===== src/fpb_pkg.sv =====
// Constants and state type for the fan output source binding block
package fpb_pkg;

  // Register offsets on the byte register port
  localparam logic [7:0] FPB_OFS_INTERVAL = 8'hC7;
  localparam logic [7:0] FPB_OFS_BINDING  = 8'hC8;
  localparam logic [7:0] FPB_OFS_OVERRIDE = 8'hC9;

  // Values after reset
  localparam logic [7:0] FPB_RST_INTERVAL = 8'h11;
  localparam logic [7:0] FPB_RST_BINDING  = 8'h0F;
  localparam logic [7:0] FPB_RST_OVERRIDE = 8'h00;

  // Interval byte fields
  localparam int FPB_FIRST_HOT_INTERVAL_LSB  = 0;
  localparam int FPB_SECOND_HOT_INTERVAL_LSB = 4;

  // Binding byte fields
  localparam int FPB_BIND_ZONE_LSB     = 0;
  localparam int FPB_BIND_CPU_HOT_LSB  = 4;
  localparam int FPB_BIND_REG_HOT_LSB  = 6;

  // Override byte fields
  localparam int FPB_MANUAL_ENABLE_BIT = 0;
  localparam int FPB_INVERT_BIT        = 1;
  localparam int FPB_LOCK_ENABLE_BIT   = 2;
  localparam int FPB_LOCK_FLAG_BIT     = 3;
  localparam int FPB_MANUAL_DUTY_LSB   = 4;

  // Interval codes: 0h is the shortest window, 9h the longest
  localparam logic [3:0] FPB_LAST_INTERVAL_CODE = 4'h9;

  // Clock and timing
  localparam longint FPB_CLK_HZ           = 10000000;
  localparam longint FPB_BASE_WINDOW_US   = 730000;
  localparam longint FPB_BASE_WINDOW_CYC  =
    (FPB_BASE_WINDOW_US * FPB_CLK_HZ) / 1000000;
  localparam longint FPB_RAMP_STEP_MS     = 100;
  localparam longint FPB_RAMP_STEP_CYC    =
    (FPB_RAMP_STEP_MS * FPB_CLK_HZ) / 1000;
  localparam longint FPB_PWM_SLOT_US      = 3;
  localparam int     FPB_PWM_SLOT_CYC     =
    int'((FPB_PWM_SLOT_US * FPB_CLK_HZ) / 1000000);

  localparam logic [3:0] FPB_FULL_DUTY = 4'hF;

  typedef struct packed {
    logic [7:0]      interval;
    logic [7:0]      binding;
    logic            manualEn;
    logic            invert;
    logic            lockEn;
    logic            lockFlag;
    logic [3:0]      manualDuty;
    logic [3:0]      syncA;
    logic [3:0]      syncB;
    logic [1:0]      cpuHotPrev;
    logic [1:0][31:0] winCnt;
    logic [1:0]      seenNow;
    logic [1:0]      seenLast;
    logic [3:0][3:0] ramp;
    logic [31:0]     rampDiv;
    logic [7:0]      slotDiv;
    logic [3:0]      pwmCnt;
    logic [3:0]      duty;
    logic            pwm;
    logic [7:0]      rdData;
  } fpb_state_t;

endpackage : fpb_pkg


===== src/fpb_fan_source_binding.sv =====
// Fan output source binding, hot input monitoring and duty selection
// Summary of operation
// - One byte holds two 4-bit window codes, low for cpu hot one.
// - Code 0h gives 0.73 s, doubling per code to 9h; Ah-Fh reserved.
// - Binding bits 0-3 tie the output to temperature zones one to four.
// - Binding bits 4-5 tie the output to cpu hot inputs one and two.
// - Binding bits 6-7 tie the output to regulator hot inputs.
// - Bound zones request duty through the lookup table.
// - Bound hot inputs request duty through ramp up and ramp down.
// - Several bound sources: largest requested duty wins.
// - Lock enabled plus bound cpu hot event forces full duty, sets flag.
// - Invert bit chooses whether full duty is steady high or low.
`timescale 1ns/100ps
`default_nettype none
module fpb_fan_source_binding
  import fpb_pkg::*;
#(
  parameter longint BASE_WINDOW_CYCLES = FPB_BASE_WINDOW_CYC,
  parameter longint RAMP_STEP_CYCLES   = FPB_RAMP_STEP_CYC
) (
  input  wire logic            core_clk,        // 10 MHz core clock
  input  wire logic            rst,             // Synchronous reset
  input  wire logic [7:0]      regAddr,         // Register byte address
  input  wire logic [7:0]      regWrData,       // Write data byte
  input  wire logic            regWrEn,         // Write strobe
  input  wire logic            regRdEn,         // Read strobe
  output logic      [7:0]      regRdData,       // Read data, next cycle
  input  wire logic [3:0][3:0] zoneLookupDuty,  // Lookup duty per zone
  input  wire logic            firstCpuHotInputN,        // Pin, low = hot
  input  wire logic            secondCpuHotInputN,       // Pin, low = hot
  input  wire logic            firstRegulatorHotInputN,  // Pin, low = hot
  input  wire logic            secondRegulatorHotInputN, // Pin, low = hot
  output logic      [1:0]      cpuHotSeenInWindow, // Last window result
  output logic                 hotFullDutyLockFlag, // Lock flag
  output logic      [3:0]      currentDuty,     // Duty code in use
  output logic                 fanOutputA       // Fan PWM output
);

  fpb_state_t st;
  fpb_state_t next_st;

  // Window length for a code; reserved codes fall back to the longest
  function automatic logic [31:0] windowCycles(input logic [3:0] code);
    logic [3:0]   c;
    logic [63:0]  w;
    c = (code > FPB_LAST_INTERVAL_CODE) ? FPB_LAST_INTERVAL_CODE : code;
    w = 64'(BASE_WINDOW_CYCLES) << c;
    return w[31:0];
  endfunction : windowCycles

  function automatic logic [3:0] maxDuty(input logic [3:0] a,
                                         input logic [3:0] b);
    return (a > b) ? a : b;
  endfunction : maxDuty

  logic [3:0] hotNow;
  logic [3:0] req;
  logic       rampTick;
  logic       cpuHotEvent;
  logic       wrOverride;

  always_comb begin
    next_st    = st;
    hotNow     = ~st.syncB;
    rampTick   = (st.rampDiv == 32'(RAMP_STEP_CYCLES - 1));
    wrOverride = regWrEn && (regAddr == FPB_OFS_OVERRIDE);
    req        = 4'h0;

    // Two-flop synchronisers on the hot pins
    next_st.syncA = {secondRegulatorHotInputN, firstRegulatorHotInputN,
                     secondCpuHotInputN, firstCpuHotInputN};
    next_st.syncB = st.syncA;
    next_st.cpuHotPrev = hotNow[1:0];

    // Register writes; window codes are taken as written
    if (regWrEn && regAddr == FPB_OFS_INTERVAL) begin
      next_st.interval = regWrData;
    end
    if (regWrEn && regAddr == FPB_OFS_BINDING) begin
      next_st.binding = regWrData;
    end
    if (wrOverride) begin
      next_st.manualEn   = regWrData[FPB_MANUAL_ENABLE_BIT];
      next_st.invert     = regWrData[FPB_INVERT_BIT];
      next_st.lockEn     = regWrData[FPB_LOCK_ENABLE_BIT];
      next_st.manualDuty = regWrData[FPB_MANUAL_DUTY_LSB +: 4];
      // Flag clears only by writing zero; writing one leaves it alone
      if (!regWrData[FPB_LOCK_FLAG_BIT]) begin
        next_st.lockFlag = 1'b0;
      end
    end

    // Monitoring windows, one per cpu hot input
    for (int i = 0; i < 2; i++) begin
      if (st.winCnt[i] >= windowCycles(st.interval[4*i +: 4]) - 32'd1) begin
        next_st.winCnt[i]   = 32'd0;
        next_st.seenLast[i] = st.seenNow[i] | hotNow[i];
        next_st.seenNow[i]  = 1'b0;
      end else begin
        next_st.winCnt[i]  = st.winCnt[i] + 32'd1;
        next_st.seenNow[i] = st.seenNow[i] | hotNow[i];
      end
    end

    // Ramp functions for every hot input
    next_st.rampDiv = rampTick ? 32'd0 : st.rampDiv + 32'd1;
    for (int i = 0; i < 4; i++) begin
      if (rampTick) begin
        if (hotNow[i] && st.ramp[i] != FPB_FULL_DUTY) begin
          next_st.ramp[i] = st.ramp[i] + 4'h1;
        end else if (!hotNow[i] && st.ramp[i] != 4'h0) begin
          next_st.ramp[i] = st.ramp[i] - 4'h1;
        end
      end
    end

    // Largest request among bound sources
    for (int i = 0; i < 4; i++) begin
      if (st.binding[FPB_BIND_ZONE_LSB + i]) begin
        req = maxDuty(req, zoneLookupDuty[i]);
      end
    end
    for (int i = 0; i < 2; i++) begin
      if (st.binding[FPB_BIND_CPU_HOT_LSB + i]) begin
        req = maxDuty(req, st.ramp[i]);
      end
      if (st.binding[FPB_BIND_REG_HOT_LSB + i]) begin
        req = maxDuty(req, st.ramp[2 + i]);
      end
    end
    // Manual value joins the contest, so a greater request still wins
    if (st.manualEn) begin
      req = maxDuty(req, st.manualDuty);
    end

    // Lock on a newly asserted bound cpu hot input; set beats clear
    cpuHotEvent = |(hotNow[1:0] & ~st.cpuHotPrev &
                    st.binding[FPB_BIND_CPU_HOT_LSB +: 2]);
    if (st.lockEn && cpuHotEvent) begin
      next_st.lockFlag = 1'b1;
    end
    if (st.lockFlag) begin
      req = FPB_FULL_DUTY;
    end
    next_st.duty = req;

    // PWM of sixteen slots; full code holds the level for the whole period
    if (st.slotDiv == 8'(FPB_PWM_SLOT_CYC - 1)) begin
      next_st.slotDiv = 8'h00;
      next_st.pwmCnt  = st.pwmCnt + 4'h1;
    end else begin
      next_st.slotDiv = st.slotDiv + 8'h01;
    end
    next_st.pwm = ((st.pwmCnt < st.duty) || (st.duty == FPB_FULL_DUTY))
                  ^ st.invert;

    // Read path; the duty field shows the duty in use, not the written one
    if (regRdEn) begin
      case (regAddr)
        FPB_OFS_INTERVAL: next_st.rdData = st.interval;
        FPB_OFS_BINDING:  next_st.rdData = st.binding;
        FPB_OFS_OVERRIDE: next_st.rdData = {st.duty, st.lockFlag,
                                            st.lockEn, st.invert,
                                            st.manualEn};
        default:          next_st.rdData = 8'h00;
      endcase
    end
  end

  always_ff @(posedge core_clk) begin
    if (rst) begin
      st            <= '0;
      st.interval   <= FPB_RST_INTERVAL;
      st.binding    <= FPB_RST_BINDING;
      st.manualEn   <= FPB_RST_OVERRIDE[FPB_MANUAL_ENABLE_BIT];
      st.invert     <= FPB_RST_OVERRIDE[FPB_INVERT_BIT];
      st.lockEn     <= FPB_RST_OVERRIDE[FPB_LOCK_ENABLE_BIT];
      st.lockFlag   <= FPB_RST_OVERRIDE[FPB_LOCK_FLAG_BIT];
      st.manualDuty <= FPB_RST_OVERRIDE[FPB_MANUAL_DUTY_LSB +: 4];
      st.syncA      <= 4'hF;
      st.syncB      <= 4'hF;
    end else begin
      st <= next_st;
    end
  end

  assign regRdData           = st.rdData;
  assign cpuHotSeenInWindow  = st.seenLast;
  assign hotFullDutyLockFlag = st.lockFlag;
  assign currentDuty         = st.duty;
  assign fanOutputA          = st.pwm;

endmodule : fpb_fan_source_binding
`default_nettype wire


===== config.mk =====
export PLATFORM = sky130hd
export DESIGN_NAME = fpb_fan_source_binding
export DESIGN_NICKNAME = d
export VERILOG_FILES = /design/src/fpb_pkg.sv /design/src/fpb_fan_source_binding.sv
export SDC_FILE = /design/constraint.sdc
export NUM_CORES = 1
export LEC_CHECK = 0
export BUFFER_PORTS_ARGS = -buffer_cell sky130_fd_sc_hd__buf_2
export CORE_AREA = 4 4 175 177
export CTS_BUF_LIST = sky130_fd_sc_hd__clkbuf_16
export DETAILED_ROUTE_END_ITERATION = 16
export DIE_AREA = 0 0 179 181
export GPL_TIMING_DRIVEN = 1
export PLACE_DENSITY = 0.61
export SYNTH_ARGS = -nofsm -noshare
export SYNTH_HDL_FRONTEND = slang
export SYNTH_SLANG_ARGS = --single-unit

===== constraint.sdc =====
create_clock -name core_clk -period 9.75 [get_ports core_clk]
set_clock_uncertainty 0.1 [all_clocks]
set_input_delay 0 -clock core_clk [delete_from_list [all_inputs] [get_ports core_clk]]
set_output_delay 0 -clock core_clk [all_outputs]
set_load 0.03 [all_outputs]

Yosys cells after proc, flatten, opt, wreduce, memory -nomap -nowiden:

Cells that the tools add are included.

* word-level logic and storage cells: 144
* input bits: 40
* register bits: 175
* RAM bits: 0
* memories kept: 0
* bits in latches: 0
* bits in read-only memories: 0

* equality and inequality tests: 11
* order comparisons: 14
* div/mod/pow operators: 0
* shifts and indexed selects: 2
* reduce and logical (&&, ||, !) cells: 36
* muxes and demuxes: 33
* add/sub/neg operators: 15
* multipliers: 0
* bitwise logic cells: 7

Operators by type and width (count)
* two-way mux 4 bit: 29
* adder 32 x 1 -> 32 bit (second input constant): 3
* >= comparator 32 bit: 2
* << shifter 23 x 4 -> 32 bit (first input constant): 2
* subtractor 32 x 1 -> 32 bit (second input constant): 2
* == test 32 x 20 -> 1 bit (second input constant): 1
* greater-than comparator 4 bit: 8
* == test 8 bit (second input constant): 3
* case mux 8 bit (3 select lines): 1
* adder 4 x 1 -> 4 bit (second input constant): 5
* inequality test 4 bit (second input constant): 4
* nonzero test 4 bit: 4
* subtractor 4 x 1 -> 4 bit (second input constant): 4
* logical AND 1 bit: 12
* AND reduction 2 bit: 5
* nonzero test 2 bit: 5
* OR reduction 2 bit: 5
* adder 8 x 1 -> 8 bit (second input constant): 1
* == test 8 x 5 -> 1 bit (second input constant): 1
* greater-than comparator 4 bit (second input constant): 2
* two-way mux 5 bit: 1
* bitwise AND 2 bit: 2
* == test 4 bit (second input constant): 1
* greater-than comparator 1 x 4 -> 1 bit (first input constant): 1
* other kinds (9): 14

Logic depth before layout (Yosys ltp):

Gate-level depths: netlist (run 1).

* depth in word-level cells: 28
* gate-level depth with buffers: 59
* depth with buffers taken out: 55

Worst setup path after synthesis (run 1):

Ideal clock, no wire load.

* path type: reg-to-reg
* start: reg st[159] (netlist name)
* end: reg st, in the netlist currentDuty[0]
* path buffers: 3
* setup slack: -0.753 ns
* stages on the path, launching flop included: 56
* data required time: 9.564 ns
* arrival time: 10.317 ns
* cell sequence: dfxtp_1 > nand2_1 > inv_1 > ha_1 > nor2b_1 > o211ai_1 > a211oi_1 > nor2_1 > inv_1 > ha_1 > nor2b_1 > o31ai_1 > a31oi_1 > clkbuf_1 > nor2_1 > a21oi_1 > ha_1 > o21ai_0 > [... 20 more ...] > or3b_2 > nor2_1 > a21oi_1 > ha_1 > nor2b_1 > o211a_1 > a211oi_1 > o21ai_1 > nand2b_1 > o221ai_1 > inv_1 > ha_1 > nor2b_1 > o21a_1 > o21a_1 > o21ai_0 > a21oi_1 > a211oi_1

* cells in the longest elaborated chain, start to end: 26

Ends and longest elaborated chain
* from (decl): RTL line fpb_fan_source_binding.sv:39 `fpb_state_t st;`
* from (signal assigned): RTL line fpb_fan_source_binding.sv:183 `st <= next_st;`
* two-way mux 4 bit *: RTL line fpb_fan_source_binding.sv:119 `if (st.binding[FPB_BIND_ZONE_LSB + i]) begin`
* greater-than comparator 4 bit: RTL line fpb_fan_source_binding.sv:53 `return (a > b) ? a : b;`
* two-way mux 4 bit: RTL line fpb_fan_source_binding.sv:53
* two-way mux 4 bit *: RTL line fpb_fan_source_binding.sv:119
* greater-than comparator 4 bit: RTL line fpb_fan_source_binding.sv:53
* two-way mux 4 bit: RTL line fpb_fan_source_binding.sv:53
* two-way mux 4 bit *: RTL line fpb_fan_source_binding.sv:119
* greater-than comparator 4 bit: RTL line fpb_fan_source_binding.sv:53
* [... 10 more ...]
* two-way mux 4 bit *: RTL line fpb_fan_source_binding.sv:124 `if (st.binding[FPB_BIND_CPU_HOT_LSB + i]) begin`
* greater-than comparator 4 bit: RTL line fpb_fan_source_binding.sv:53
* two-way mux 4 bit: RTL line fpb_fan_source_binding.sv:53
* two-way mux 4 bit *: RTL line fpb_fan_source_binding.sv:127 `if (st.binding[FPB_BIND_REG_HOT_LSB + i]) begin`
* greater-than comparator 4 bit: RTL line fpb_fan_source_binding.sv:53
* two-way mux 4 bit: RTL line fpb_fan_source_binding.sv:53
* two-way mux 4 bit *: RTL line fpb_fan_source_binding.sv:132 `if (st.manualEn) begin`
* two-way mux 4 bit *: RTL line fpb_fan_source_binding.sv:142 `if (st.lockFlag) begin`

Mark *: on every way between the ends. The rest lies on a longest branch, timed or not.
A chain may end at the register's enable or synchronous reset.

Worst setup path in the final report (run 1):

* start: reg st[159] (netlist name)
* end: reg st, in the netlist currentDuty[1]

Same word-level chain as after synthesis.

==> results of run 1 <==
==> registers in the layout, summed over array words and instances (netlist names) <==
| name | cells |
|---|---|
| regRdData | 8 |
| fanOutputA | 1 |
| st | 155 |
| currentDuty | 4 |
| cpuHotSeenInWindow | 2 |
| hotFullDutyLockFlag | 1 |
| next_st | 4 |
==> cell usage in the layout (no fill, tap or decap), drive strengths merged, types with 5 or more instances in the layout <==
cell type and n:
a211o 5, a211oi 27, a21o 17, a21oi 75, a31oi 7, a41o 5
a41oi 6, and2 7, and3 27, and4 13, buf 127, clkbuf 17
clkinv 6, dfxtp 175, dlygate4sd3 16, ha 117, inv 84, mux2 8
mux2i 36, nand2 116, nand2b 20, nand3 57, nand4 27, nor2 219
nor2b 17, nor3 25, o21a 8, o21ai 51, o221ai 5, o22ai 7
or2 11, or3 14, xnor2 52, xor2 64
==> power groups by stage <==
stage | Combinational [mW] | Clock (mW) | Sequential [mW]
finish | 0.488 | 0.689 | 0.746
global route | 0.532 | 0.740 | 0.747
CTS | 0.394 | 0.711 | 0.746
detailed placement | 0.336 | 0 | 0.762
global placement | 0.326 | 0 | 0.762
floorplan | 0.244 | 0 | 0.755
==> area by class of cell <==
cell class | instances | share of cell area [%]
multi-input combinational | 1102 | 57.41
clock inverter | 15 | 1.230
antenna | 1 | 0.01809
inverter | 76 | 2.081
clock buffer | 17 | 3.076
timing repair buffer | 143 | 7.301
tap | 390 | 3.528
sequential | 175 | 25.36
==> worst max-delay path by stage <==
stage	end	slack, ns	depth (start not counted)
finish	currentDuty[1]$_SDFF_PP0_	-0.28	58
global route	currentDuty[1]$_SDFF_PP0_	-0.77	58
CTS	currentDuty[0]$_SDFF_PP0_	-0.14	57
detailed placement	currentDuty[1]$_SDFF_PP0_	-0.53	52
global placement	currentDuty[1]$_SDFF_PP0_	-0.21	53
floorplan	currentDuty[1]$_SDFF_PP0_	-0.06	55
==> cell families (layout without fill, tap and decap cells) <==
kind of cell	Yosys count	in the layout	synth area share [%]
mux	44	44	3.927
compound gates	252	252	14.30
other cells	0	1	0
flops	175	175	30.54
buf+inv	148	251	5.323
fa+ha+maj	121	121	13.46
xor+xnor	116	116	8.858
simple gates	569	569	23.58
==> critical path: cells and delay by family (launching register included) <==
| family | cells | cell delay (ns) |
|---|---|---|
| AO/OA/AOI/OAI | 26 | 4.05 |
| multiplexers | 2 | 0.67 |
| AND/OR/NAND/NOR | 12 | 1.66 |
| buffers and inverters | 10 | 1.11 |
| adder cells (fa/ha/maj) | 8 | 2.00 |
| flip-flops | 1 | 0.37 |
==> per-layer routing <==
metal  vias up  wire length (um)  GRT usage [%]
li1       5157                 -              -
met1      4732             13700          24.42
met5         -                 0              0
met3        34              1211          3.222
met2       188             13430          28.01
met4         0               484          4.605
==> what timing repair did <==
action / 4_1_cts / 5_1_grt
pin swaps: 44 / 50
setup endpoints to repair: 4 / 4
endpoints found under the hold margin: 37 / 0
gates resized for setup: 34 / 53
hold buffers: 16 / 0
buffers inserted: 24 / 11
==> impl_metrics.env, run 1 <==
export IMPL_crit_path_start_kind="flip-flop"
export IMPL_multi_input_comb_area_um2=7940
export IMPL_antenna_left=0
export IMPL_end_kind="flip-flop"
export IMPL_die_h_um=181
export IMPL_drt_iter0_drc=581
export IMPL_min_from="regAddr[2]"
export IMPL_timing_rr_start="st[159]$_SDFFE_PP1P_"
export IMPL_ctsHtreeMaxLevel=4
export IMPL_ys_async_sr_fraction_pct=0
export IMPL_placementRows=63
export IMPL_violations="negative setup slack"
export IMPL_combPwrFrac_pct=25.4
export IMPL_cts_root_buf="clkbuf_16"
export IMPL_holdCritPathClass="input pin to flip-flop"
export IMPL_final_seq_area_um2=3507
export IMPL_switching_share_pct=30.15
export IMPL_grtUsageTotal_pct=17.56
export IMPL_final_core_util_pct=47.29
export IMPL_coreArea_um2=29240
export IMPL_finalCriticalPeriod_ns=10.03
export IMPL_fin_hold_ws_ns=0.08894
export IMPL_hold_viol_final=0
export IMPL_yosysWarnings=0
export IMPL_dp_cells=1836
export IMPL_dr_pass1_iters=5
export IMPL_rr_worst_depth=58
export IMPL_synth_edf_count=0
export IMPL_max_freq_ghz=0.09965
export IMPL_synth_most_common_cell="nor2_1"
export IMPL_synth_main_ff_cell="dfxtp_1"
export IMPL_hold_depth=6
export IMPL_yosys_top_cells_area="dfxtp_1, ha_1, nor2_1"
export IMPL_cp_common_cell="ha_4"
export IMPL_area_growth_pct=20.59
export IMPL_p_switching_mw=0.5798
export IMPL_pre_cts_slack_ns=-0.5288
export IMPL_powerDensity_nw_per_um2=139.0
export IMPL_setup_viol=4
export IMPL_cts_inserted_buffers=17
export IMPL_maxSlewHeadroom_pct=29.58
export IMPL_hpwl_mm=20.91
export IMPL_setup_ws_ns=-0.2846
export IMPL_nFillCells=2835
export IMPL_ys_seq_area_share_pct=30.54
export IMPL_cap_viol_max_count=0
export IMPL_nets=1676
export IMPL_grt_pass1_wl_mm=47.35
export IMPL_tritoncts="built"
export IMPL_cp_slowest_cell="or3b_4"
export IMPL_num_io_pins=56
export IMPL_numPortBuffers=55
export IMPL_power_frac_seq_pct=38.8
export IMPL_arrival_ns=10.28
export IMPL_drive_gt1_share_pct=17.60
export IMPL_synth_top_area_share_pct=30.54
export IMPL_clkPwrFrac_pct=35.8
export IMPL_startpoint="st[159]$_SDFFE_PP1P_"
export IMPL_grt_max_degree=49
export IMPL_vias=10110
export IMPL_synth_area_um2=11470
export IMPL_p_int_mw=1.343
export IMPL_finalMaxSlewViolations=0
export IMPL_totalPowerFinal_mw=1.923
export IMPL_grt_pass1_vias=9509
export IMPL_stdcell_count=1919
export IMPL_start_util_pct=39.22
export IMPL_routabilityCongestion=0.8743
export IMPL_rsz0062_at_grt="true"
export IMPL_clock_latency_ns=0.43
export IMPL_clock_sinks=175
export IMPL_die_w_um=179
export IMPL_crit_required_ns=10.00
export IMPL_path_clk_slew_ns=0.07
export IMPL_synth_avg_cell_area_um2=8.049
export IMPL_die_area_um2=32400
export IMPL_synth_top_cell_by_area="dfxtp_1"
export IMPL_yosys_top_cells_count="nor2_1, dfxtp_1, ha_1"
export IMPL_reg2reg_slack_ns=-0.28
export IMPL_fin_tns_setup_ns=-1.007
export IMPL_fin_crit_sh_pct=102.9
export IMPL_clockBufferDepth=2
export IMPL_p_leak_nw=5.805
export IMPL_yosys_register_bits=175
export IMPL_syn_num_nets=1586
export IMPL_outcome="finished with violations"
export IMPL_drc=0
export IMPL_syn_inst=1425
export IMPL_gr_total_overflow=0
export IMPL_worstMarginPinSlew_ns=1.054
export IMPL_cp_max_fo=8
export IMPL_wl_mm=28.82
export IMPL_synthDistinctLibCells=69
export IMPL_critPathMaxStageDelay_ns=0.43
export IMPL_postLayoutCellArea_um2=13830
export IMPL_min_to="st[172]$_SDFFE_PP0P_"
export IMPL_antenna_found_initial=0
export IMPL_ir_worst_vdd_uv=107.1
export IMPL_viasPerCell=5.269
export IMPL_timing_rr_end="currentDuty[1]$_SDFF_PP0_"
export IMPL_worstSetupPathType="flip-flop to flip-flop"
export IMPL_place_area_um2=12390
export IMPL_wl_per_cell_um=15.02
Power figures use the tool's default switching activity.
==> run 2, diff against run 1 <==
Settings changed: ABC_AREA set to 1, CORE_AREA 4 4 175 177 to 4 4 176 178, DIE_AREA 0 0 179 181 to 0 0 180 182.
==> impl_metrics.env, run 2 <==
export IMPL_hold_viol_final=0
export IMPL_start_util_pct=39.51
export IMPL_wl_per_cell_um=13.00
export IMPL_yosys_top_cells_count="nand2_1, inv_1, nor2_1"
export IMPL_routabilityCongestion=0.8632
export IMPL_vias=10370
export IMPL_wl_mm=27.26
export IMPL_antenna_left=0
export IMPL_crit_path_start_kind="flip-flop"
export IMPL_grtUsageTotal_pct=16.63
export IMPL_grt_pass1_vias=9918
export IMPL_die_area_um2=32760
export IMPL_arrival_ns=9.09
export IMPL_synth_avg_cell_area_um2=7.105
export IMPL_clockBufferDepth=2
export IMPL_synth_edf_count=0
export IMPL_nets=1856
export IMPL_hpwl_mm=20.96
export IMPL_clock_sinks=175
export IMPL_drt_iter0_drc=586
export IMPL_coreArea_um2=29400
export IMPL_stdcell_count=2097
export IMPL_cp_common_cell="nand2_1"
export IMPL_cts_root_buf="clkbuf_16"
export IMPL_critPathMaxStageDelay_ns=0.36
export IMPL_max_freq_ghz=0.1133
export IMPL_syn_inst=1635
export IMPL_nFillCells=2996
export IMPL_setup_viol=0
export IMPL_powerDensity_nw_per_um2=139.2
export IMPL_gr_total_overflow=0
export IMPL_synth_area_um2=11620
export IMPL_yosysWarnings=0
export IMPL_reg2reg_slack_ns=0.92
export IMPL_worstMarginPinSlew_ns=1.103
export IMPL_ys_async_sr_fraction_pct=0
export IMPL_placementRows=63
export IMPL_postLayoutCellArea_um2=13180
export IMPL_layout_common_cells="nand2_1, inv_1, nor2_1"
export IMPL_ir_worst_vdd_uv=119.2
export IMPL_worstSetupPathType="flip-flop to flip-flop"
export IMPL_timing_rr_start="st[159]$_SDFFE_PP1P_"
export IMPL_synth_most_common_cell="nand2_1"
export IMPL_die_w_um=180
export IMPL_crit_required_ns=10.01
export IMPL_synth_top_area_share_pct=30.16
export IMPL_outcome="finished, final reports clean"
export IMPL_dp_cells=2042
export IMPL_timing_rr_end="currentDuty[1]$_SDFF_PP0_"
export IMPL_regMostFlops="st"
export IMPL_drc=0
export IMPL_die_h_um=182
export IMPL_pre_cts_slack_ns=0.4030
export IMPL_final_seq_area_um2=3505
export IMPL_numPortBuffers=55
export IMPL_cp_slowest_cell="dfxtp_2"
export IMPL_largest_reg_flops=155
export IMPL_rr_worst_depth=71
export IMPL_path_clk_slew_ns=0.07
export IMPL_holdCritPathClass="input pin to flip-flop"
export IMPL_grt_pass1_wl_mm=46.50
export IMPL_tritoncts="built"
export IMPL_finalCriticalPeriod_ns=8.825
export IMPL_dr_pass1_iters=5
export IMPL_end_kind="flip-flop"
export IMPL_place_area_um2=12200
export IMPL_synth_top_cell_by_area="dfxtp_1"
export IMPL_synth_main_ff_cell="dfxtp_1"
export IMPL_antenna_found_initial=0
export IMPL_cts_inserted_buffers=17
export IMPL_final_common_cell="nand2_1"
export IMPL_synthDistinctLibCells=55
export IMPL_fin_crit_sh_pct=90.51
export IMPL_maxSlewHeadroom_pct=26.28
export IMPL_area_growth_pct=13.44
export IMPL_totalPowerFinal_mw=1.835
export IMPL_grt_max_degree=45
export IMPL_viasPerCell=4.946
export IMPL_endpoint="currentDuty[1]$_SDFF_PP0_"
export IMPL_yosys_register_bits=175
export IMPL_yosys_top_cells_area="dfxtp_1, ha_1, nand2_1"
export IMPL_cp_max_fo=8
export IMPL_setup_ws_ns=0.9249
export IMPL_syn_num_nets=1796
export IMPL_num_io_pins=56
export IMPL_p_leak_nw=5.657
export IMPL_drive_gt1_share_pct=9.549
export IMPL_cap_viol_max_count=0
export IMPL_ys_seq_area_share_pct=30.16
export IMPL_clock_latency_ns=0.44
export IMPL_antenna_cells=0
export IMPL_multi_input_comb_area_um2=7029
export IMPL_finalMaxSlewViolations=0
export IMPL_ctsHtreeMaxLevel=4
export IMPL_startpoint="st[159]$_SDFFE_PP1P_"
## run 2: cell count changes in the layout (fill, tap and decap cells not counted), moves of 32 or more
| cell | delta |
|---|---|
| a21oi_1 | +59 |
| buf_4 | -56 |
| nor2_1 | -32 |
| mux2i_1 | -35 |
| nand2_1 | +161 |
| xnor2_1 | -34 |
| inv_1 | +172 |
## run 2: worst min-delay path by stage
stage / start / cells after the start / slack [ns] / endpoint
after CTS: regWrEn / 5 / 0.008 / st[159]$_SDFFE_PP1P_
after floorplan: firstCpuHotInputN / 1 / 0.004 / next_st[143]$_SDFF_PP1_
final: regWrEn / 5 / 0.05 / st[159]$_SDFFE_PP1P_
after detailed placement: firstRegulatorHotInputN / 2 / 0.08 / next_st[145]$_SDFF_PP1_
after global placement: firstRegulatorHotInputN / 2 / 0.08 / next_st[145]$_SDFF_PP1_
after global routing: regWrEn / 5 / 0.05 / st[159]$_SDFFE_PP1P_
## run 2: layout make-up
cell class	count	share of cell area, %
Multi-Input combinational cell	1168	53.34
Sequential cell	175	26.60
Inverter	250	7.121
Timing Repair Buffer	83	4.083
Tap cell	390	3.703
Clock buffer	17	3.228
Clock inverter	14	1.927
## run 2: per-stage QoR
stage / TNS (ns) / utilization, % / hold WS [ns]
2_1_floorplan: 0 / - / 0.003811
3_3_place_gp: 0 / 41.49 / 0.08462
3_5_place_dp: 0 / 41.49 / 0.08495
4_1_cts: 0 / 44.52 / 0.007749
5_1_grt: -0.3248 / 44.82 / 0.04837
6_report: 0 / 44.82 / 0.04684
## run 2: metal layers
layer  wire, um  vias to the layer above  track usage (%)
li1           -                     5492                -
met5          0                        -                0
met4        176                        0            3.292
met1      13760                     4702            22.58
met2      12520                      164            28.14
met3        803                       14            2.684
## run 2: cells by family after synthesis
logic type | share of synthesized area [%]
flops | 30.16
buf+inv | 9.888
simple gates | 28.68
fa+ha+maj | 13.29
xor+xnor | 5.806
compound gates | 12.17
## run 2: repair_timing
item                                    CTS  global route
hold buffers                             21             0
endpoints found under the setup margin    0             4
gates resized for setup                   0            28
endpoints found under the hold margin    37             0
setup buffers                             0             3
## run 2: worst max-delay path: cells and delay by family, from the launching register on
| kind | cells | cell delay, ns |
|---|---|---|
| compound gates | 14 | 2.00 |
| fa+ha+maj | 8 | 2.25 |
| buf+inv | 14 | 0.84 |
| flops | 1 | 0.36 |
| simple gates | 35 | 3.23 |
## run 2: where the power goes
group / internal [mW] / leakage [nW] / switching [mW]
registers: 0.727 / 1.42 / 0.0112
logic: 0.115 / 3.91 / 0.181
clock network: 0.486 / 0.328 / 0.314
total: 1.33 / 5.66 / 0.506
